**src/brtc_pkg.sv**
```systemverilog
package brtc_pkg;

    // ---------------------------------------------------------------
    // Register offsets
    // ---------------------------------------------------------------
    localparam logic [7:0] ADDR_CONTROL = 8'h5F;
    localparam logic [7:0] ADDR_BOOT = 8'hDC;
    localparam logic [7:0] ADDR_TARGET = 8'hDE;

    // ---------------------------------------------------------------
    // Reset values and field positions
    // ---------------------------------------------------------------
    localparam logic [7:0] CONTROL_RESET = 8'h00;
    localparam logic [7:0] TARGET_RESET = 8'h00;
    localparam logic [7:0] TARGET_FIELD_DEFAULT = 8'hDD;
    localparam logic [7:0] CONTROL_MASK = 8'h13;
    localparam int SERIAL_VOLTAGE_ID_CONTROL_BIT = 4;
    localparam int SEL_BIT = 1;
    localparam int EN_BIT = 0;
    localparam int SLEEP_OFF_BIT = 1;
    localparam logic [7:0] TARGET_ZERO = 8'h00;
    localparam logic [7:0] MAX_LIMIT_RESET = 8'hD2;

    // ---------------------------------------------------------------
    // Register file state
    // ---------------------------------------------------------------
    typedef enum logic [1:0] {
        BRTC_IDLE = 2'b00,
        BRTC_LOAD = 2'b01,
        BRTC_RUN = 2'b11
    } brtc_state_t;

endpackage

```
**src/brtc_regs_if.sv**
```systemverilog
interface brtc_regs_if;
    logic [7:0] control;
    logic [7:0] target;
    logic [7:0] max_limit;
    logic [7:0] sleep_reg;
    logic seq_on;
    logic rail_on;
    logic [7:0] applied_code;
    modport ctrl (input control, target, max_limit, sleep_reg, seq_on, output rail_on, applied_code);
    modport regs (output control, target, max_limit, sleep_reg, seq_on, input rail_on, applied_code);
endinterface

```
**src/brtc_rail_ctrl.sv**
```systemverilog
module brtc_rail_ctrl (
    // Clock and reset
    input wire logic sys_clk,
    input wire logic rst,
    // Register side
    brtc_regs_if.ctrl rif
);

    logic on_d;
    logic [7:0] code_d;

    // ---------------------------------------------------------------
    // On/off source and voltage code
    // ---------------------------------------------------------------
    always_comb begin
        code_d = (rif.target > rif.max_limit) ? rif.max_limit : rif.target;
        if (rif.control[brtc_pkg::SEL_BIT]) begin
            on_d = rif.control[brtc_pkg::EN_BIT];
        end else begin
            on_d = rif.seq_on;
        end
        if (rif.control[brtc_pkg::SERIAL_VOLTAGE_ID_CONTROL_BIT] && rif.target == brtc_pkg::TARGET_ZERO
                && rif.sleep_reg[brtc_pkg::SLEEP_OFF_BIT]) begin
            on_d = 1'b0;
        end
    end

    always_ff @(posedge sys_clk) begin
        if (rst) begin
            rif.rail_on <= 1'b0;
            rif.applied_code <= 8'h00;
        end else begin
            rif.rail_on <= on_d;
            rif.applied_code <= code_d;
        end
    end

endmodule

```
**src/brtc_top.sv**
```systemverilog
// Notes on behaviour
// - Boot code register at 0xDC, factory loaded.
// - Boot bit 0 follows nonzero of bits 7:1.
// - Target code register at 0xDE, read/write.
// - Control bit 4 enables serial voltage control.
// - Bit 1 picks sequencer or bit 0 on/off.
// - Control resets zero; reserved bits read zero.
// - Serial mode, code zero, sleep bit: off.
// - Target code capped by max voltage limit.
module brtc_top (
    // Clock and reset
    input wire logic sys_clk,
    input wire logic rst,
    // Register port from host interface logic
    input wire logic reg_wr,
    input wire logic reg_rd,
    input wire logic [7:0] reg_addr,
    input wire logic [7:0] reg_wdata,
    output logic [7:0] reg_rdata_q,
    output logic reg_hit_q,
    // Factory settings and neighbouring registers
    input wire logic [7:0] otp_boot_code,
    input wire logic [7:0] max_voltage_limit,
    input wire logic [7:0] sleep_behaviour_register,
    input wire logic seq_on,
    // Rail outputs
    output logic rail_on_q,
    output logic serial_voltage_id_control_q,
    output logic [7:0] target_voltage_code_q,
    output logic [7:0] boot_voltage_code_q
);

    brtc_pkg::brtc_state_t state_q;
    logic [7:0] control_q;
    logic [7:0] target_q;
    logic [7:0] boot_q;
    brtc_regs_if rif();

    function automatic logic [7:0] fix_boot(input logic [7:0] v);
        fix_boot = {v[7:1], |v[7:1]};
    endfunction

    // ---------------------------------------------------------------
    // Factory load after reset
    // ---------------------------------------------------------------
    always_ff @(posedge sys_clk) begin
        if (rst) begin
            state_q <= brtc_pkg::BRTC_IDLE;
        end else begin
            unique case (state_q)
                brtc_pkg::BRTC_IDLE: state_q <= brtc_pkg::BRTC_LOAD;
                brtc_pkg::BRTC_LOAD: state_q <= brtc_pkg::BRTC_RUN;
                brtc_pkg::BRTC_RUN: state_q <= brtc_pkg::BRTC_RUN;
                default: state_q <= brtc_pkg::BRTC_IDLE;
            endcase
        end
    end

    // ---------------------------------------------------------------
    // Registers
    // ---------------------------------------------------------------
    always_ff @(posedge sys_clk) begin
        if (rst) begin
            boot_q <= 8'h00;
        end else if (state_q == brtc_pkg::BRTC_LOAD) begin
            boot_q <= fix_boot(otp_boot_code);
        end else if (reg_wr && reg_addr == brtc_pkg::ADDR_BOOT) begin
            boot_q <= fix_boot(reg_wdata);
        end
    end

    always_ff @(posedge sys_clk) begin
        if (rst) begin
            target_q <= brtc_pkg::TARGET_RESET;
        end else if (reg_wr && reg_addr == brtc_pkg::ADDR_TARGET) begin
            target_q <= reg_wdata;
        end
    end

    always_ff @(posedge sys_clk) begin
        if (rst) begin
            control_q <= brtc_pkg::CONTROL_RESET;
        end else if (reg_wr && reg_addr == brtc_pkg::ADDR_CONTROL) begin
            control_q <= reg_wdata & brtc_pkg::CONTROL_MASK;
        end
    end

    // ---------------------------------------------------------------
    // Read port
    // ---------------------------------------------------------------
    always_ff @(posedge sys_clk) begin
        if (rst) begin
            reg_rdata_q <= 8'h00;
            reg_hit_q <= 1'b0;
        end else begin
            reg_hit_q <= 1'b0;
            reg_rdata_q <= 8'h00;
            if (reg_rd) begin
                unique case (reg_addr)
                    brtc_pkg::ADDR_CONTROL: begin
                        reg_rdata_q <= control_q;
                        reg_hit_q <= 1'b1;
                    end
                    brtc_pkg::ADDR_BOOT: begin
                        reg_rdata_q <= boot_q;
                        reg_hit_q <= 1'b1;
                    end
                    brtc_pkg::ADDR_TARGET: begin
                        reg_rdata_q <= target_q;
                        reg_hit_q <= 1'b1;
                    end
                    default: reg_rdata_q <= 8'h00;
                endcase
            end
        end
    end

    // ---------------------------------------------------------------
    // Rail control
    // ---------------------------------------------------------------
    assign rif.control = control_q;
    assign rif.target = target_q;
    assign rif.max_limit = max_voltage_limit;
    assign rif.sleep_reg = sleep_behaviour_register;
    assign rif.seq_on = seq_on;

    brtc_rail_ctrl u_ctrl (
        .sys_clk(sys_clk),
        .rst(rst),
        .rif(rif)
    );

    always_ff @(posedge sys_clk) begin
        if (rst) begin
            rail_on_q <= 1'b0;
            serial_voltage_id_control_q <= 1'b0;
            target_voltage_code_q <= 8'h00;
            boot_voltage_code_q <= 8'h00;
        end else begin
            rail_on_q <= rif.rail_on;
            serial_voltage_id_control_q <= control_q[brtc_pkg::SERIAL_VOLTAGE_ID_CONTROL_BIT];
            target_voltage_code_q <= rif.applied_code;
            boot_voltage_code_q <= boot_q;
        end
    end

endmodule

```
**config.mk**
```make
export PLATFORM = sky130hd
export DESIGN_NAME = brtc_top
export DESIGN_NICKNAME = d
export VERILOG_FILES = /design/src/brtc_pkg.sv /design/src/brtc_regs_if.sv /design/src/brtc_rail_ctrl.sv /design/src/brtc_top.sv
export SDC_FILE = /design/constraint.sdc
export NUM_CORES = 1
export LEC_CHECK = 0
export BUFFER_PORTS_ARGS = -buffer_cell sky130_fd_sc_hd__buf_2
export CAP_MARGIN = 20
export CORE_ASPECT_RATIO = 0.6
export CORE_MARGIN = 1.5
export CORE_UTILIZATION = 50
export CTS_CLUSTER_SIZE = 10
export DETAILED_ROUTE_END_ITERATION = 6
export GPL_TIMING_DRIVEN = 0
export PLACE_DENSITY_LB_ADDON = 0.15
export SLEW_MARGIN = 5
export SYNTH_ARGS = -nofsm -noshare
export SYNTH_HDL_FRONTEND = slang
export SYNTH_SLANG_ARGS = --single-unit
```
**constraint.sdc**
```tcl
create_clock -name sys_clk -period 2.28 [get_ports sys_clk]
set_clock_uncertainty 0.2 [all_clocks]
set_input_delay 0.228 -clock sys_clk [delete_from_list [all_inputs] [get_ports sys_clk]]
set_output_delay 0.228 -clock sys_clk [all_outputs]
set_load 0.005 [all_outputs]
```
==> flow_summary.yaml <==
status:
  run_status: "finished clean"
die:
  core_outline_area_um2: 4260
  std_cell_rows: 18
  ios: 72
  floorplan.die_area_um2: 5040
  die_height_um: 55.6
  floorplan.initialDensity_pct: 54.1
  fp.dieW_um: 90.6
clock_network:
  clockBufferDepth: 2
  number_of_buffers_created_by_cts: 9
  clkSinkCount: 57
  clkSlewWorstSetupHoldPaths_ns: 0.06
  post_cts_buffers: 0
  cts-htree-levels: 3
  clk-insertion-delay-late_ns: 0.34
  cts.root.buffer_cell: "clkbuf_8"
  cts_tree: "built"
yosys:
  synth_enable_flop_cells: 0
  synth_warnings: 0
  synth.top_cells.by_count: "dfxtp_1, nor2_1, mux2i_1, nor2b_1, inv_1"
  synth_cell_types: 31
  avgSynthCellArea_um2: 10.6
  postSynthCellCount: 218
  post_synth_main_area_contributors: "dfxtp_1, mux2i_1, nor2_1"
  yosys_most_used_dff: "dfxtp_1"
  ys_seq_area_share_pct: 49.5
  netlist.top_cell.by_area: "dfxtp_1"
  synthMostInstantiatedCell: "dfxtp_1"
  syn-num-nets: 271
  post_synth_instance_area_um2: 2300
  yosys_register_bits: 57
  async_reset_ff_share_pct: 0
  top_cell_type_s_share_of_synthesized_area_pct: 49.5
power_and_ir_drop:
  power.switching_uw: 503
  post-layout-total-power_mw: 2.18
  part_of_the_power_in_registers_pct: 47.1
  power.combinational.fraction_pct: 8.9
  cell_internal_pwr_mw: 1.68
  p_sw_share_pct: 23.0
  pwr_density_cell_nw_per_um2: 715
  power_share_of_the_clock_group_pct: 44.0
  vdd_drop_max_mv: 0.509
  p_leak_nw: 1.45
critical_path:
  critical_path_peak_fanout: 8
  required_time_of_the_critical_path_ns: 2.31
  launching_element_of_the_worst_setup_path: "max_voltage_limit[7]"
  critical_path.endpoint_type: "register"
  regToRegStartpoint: "rif.target[1]$_SDFFE_PP0P_"
  worst-endpoint-arrival_ns: 2.19
  rrSetupSlack_ns: 0.28
  r2r.worst_path.cells: 6
  reg2reg_end: "u_ctrl.rif.applied_code[6]$_SDFF_PP0_"
  critical_path.startpoint_type: "input pin"
  crit_path_end: "u_ctrl.rif.applied_code[6]$_SDFF_PP0_"
  worst-setup-path-type: "in -> reg"
drt:
  post-route-drc-count: 0
  num_vias: 1844
  antenna_violating_nets_post_route: 0
  first_pass_drt_iterations: 4
  avgRoutedWirePerCell_um: 13.9
  totalWireLength_um: 5190
  route.detailed.vias_per_inst: 4.96
  dr.first_iter.drc_count: 109
placed_design:
  hpwl_um: 3700
  place.port_buffers: 62
  place_congestion: 0.844
grt:
  grt_start_max_net_pins: 11
  grt.overflow.total: 0
  grt_util_all_layers_pct: 22.4
  vias_in_the_first_global_route: 1758
  grt_pass1_wl_um: 8490
  number_of_antenna_violations_at_the_first_check_in_global_routing: 0
finish:
  area_growth_pct: 32.6
  n_fill_cell: 321
  finish.net_count: 360
  post-route-util_pct: 71.8
  antenna-diode-count: 0
  drive_gt1_share_pct: 30.4
sta:
  setup_viol: 0
  fmax_mhz: 463
  fin_crit_sh_pct: 94.7
  worst_slew_pin_slew_ns: 0.671
  rsz0062_at_grt: "false"
  final.min_clock_period_ns: 2.16
  timing.setup.tns_ns: 0
  timing_max_transition_violations_final: 0
  hold_viol_final: 0
  max_slew_margin_pct: 55.3
min_path:
  hold_depth: 3
  hp-class: "in -> reg"
run:
  max-cap-violations: 0
through the flow:
step	setup WS (ns)	instances	area [um^2]	hold slack, ns
6_report	0.120	372	3060	0.00913
3_3_place_gp	0.244	340	2690	0.218
2_1_floorplan	0.478	218	2300	0.153
3_5_place_dp	0.238	340	2690	0.224
4_1_cts	0.0777	372	3060	0.000623
5_1_grt	0.0225	372	3060	0.0127
power groups by stage:
| stage | combinational (mW) | sequential, mW | clock, mW |
|---|---|---|---|
| floorplan | 0.0967 | 1.05 | 0 |
| CTS | 0.193 | 1.03 | 0.976 |
| detailed placement | 0.170 | 1.05 | 0 |
| global placement | 0.167 | 1.05 | 0 |
| finish | 0.194 | 1.03 | 0.961 |
| global route | 0.212 | 1.03 | 1.03 |
worst min path at each step:
stage | slack (ns) | endpoint | startpoint
floorplan | 0.15 | u_ctrl.rif.applied_code[0]$_SDFF_PP0_ | max_voltage_limit[0]
global placement | 0.22 | target_voltage_code_q[5]$_SDFF_PP0_ | u_ctrl.rif.applied_code[5]$_SDFF_PP0_
detailed placement | 0.22 | target_voltage_code_q[5]$_SDFF_PP0_ | u_ctrl.rif.applied_code[5]$_SDFF_PP0_
CTS | 0.0006 | reg_hit_q$_SDFF_PP0_ | reg_addr[5]
global route | 0.01 | reg_rdata_q[1]$_SDFF_PP0_ | reg_addr[5]
finish | 0.009 | reg_rdata_q[1]$_SDFF_PP0_ | reg_addr[5]
layout make-up:
type                    instances  area, um^2  share of cell area (%)
repair buffers                 78         470                    15.4
plain buffers                   7        32.5                    1.06
flip-flops and latches         57        1140                    37.3
multi-input cells             145        1100                    35.9
clock inverters                 4        51.3                    1.68
well taps                      60        75.1                    2.46
clock buffers                  12         155                    5.08
inverters                       9        33.8                    1.11
logic make-up after synthesis:
group           synth area share [%]
compound gates                  7.98
fa+ha+maj                       4.35
buf+inv                         2.88
flops                           49.5
mux                             15.8
simple gates                    19.4
worst max-delay path, stage by stage:
cell           delay (ns)
dlygate4sd3_1        0.55
buf_2                0.13
inv_1                0.05
ha_1                 0.31
nand4_1              0.18
nor2_1               0.15
nor2_1               0.06
a32o_1               0.32
a22o_1               0.22
metal layers:
layer	vias up	track usage [%]	wire, um
met2	68	34.9	2330
met3	11	8.47	325
met1	828	28.6	2450
li1	937	-	-
met4	0	7.26	85
met5	-	0	0
sequential cells by signal (all words and copies together) (netlist names):
| name | cells |
|---|---|
| rif.target | 8 |
| serial_voltage_id_control_q | 1 |
| rail_on_q | 1 |
| boot_voltage_code_q | 8 |
| u_ctrl.rif.rail_on | 1 |
| control_q | 3 |
| state_q | 2 |
| u_ctrl.rif.applied_code | 8 |
| reg_rdata_q | 8 |
| target_voltage_code_q | 8 |
| boot_q | 8 |
| reg_hit_q | 1 |
cell usage in the layout (no fill, tap or decap), drive strengths merged, types with 2 or more instances in the layout:
cell / n
buf: 68
dfxtp: 57
nor2: 37
mux2i: 27
nor2b: 20
dlygate4sd3: 16
clkbuf: 13
inv: 9
a21oi: 8
a22o: 8
ha: 8
mux2: 8
nand2: 5
nor4: 4
nand4: 3
nor3: 3
nand4b: 2
o31ai: 2
clkinv: 2
what timing repair did:
action | CTS | global route
endpoints found under the setup margin | 0 | 8
hold endpoints to repair | 17 | 0
hold buffers | 16 | 0
gates resized for setup | 0 | 1
(Power assumes the default switching activity.)
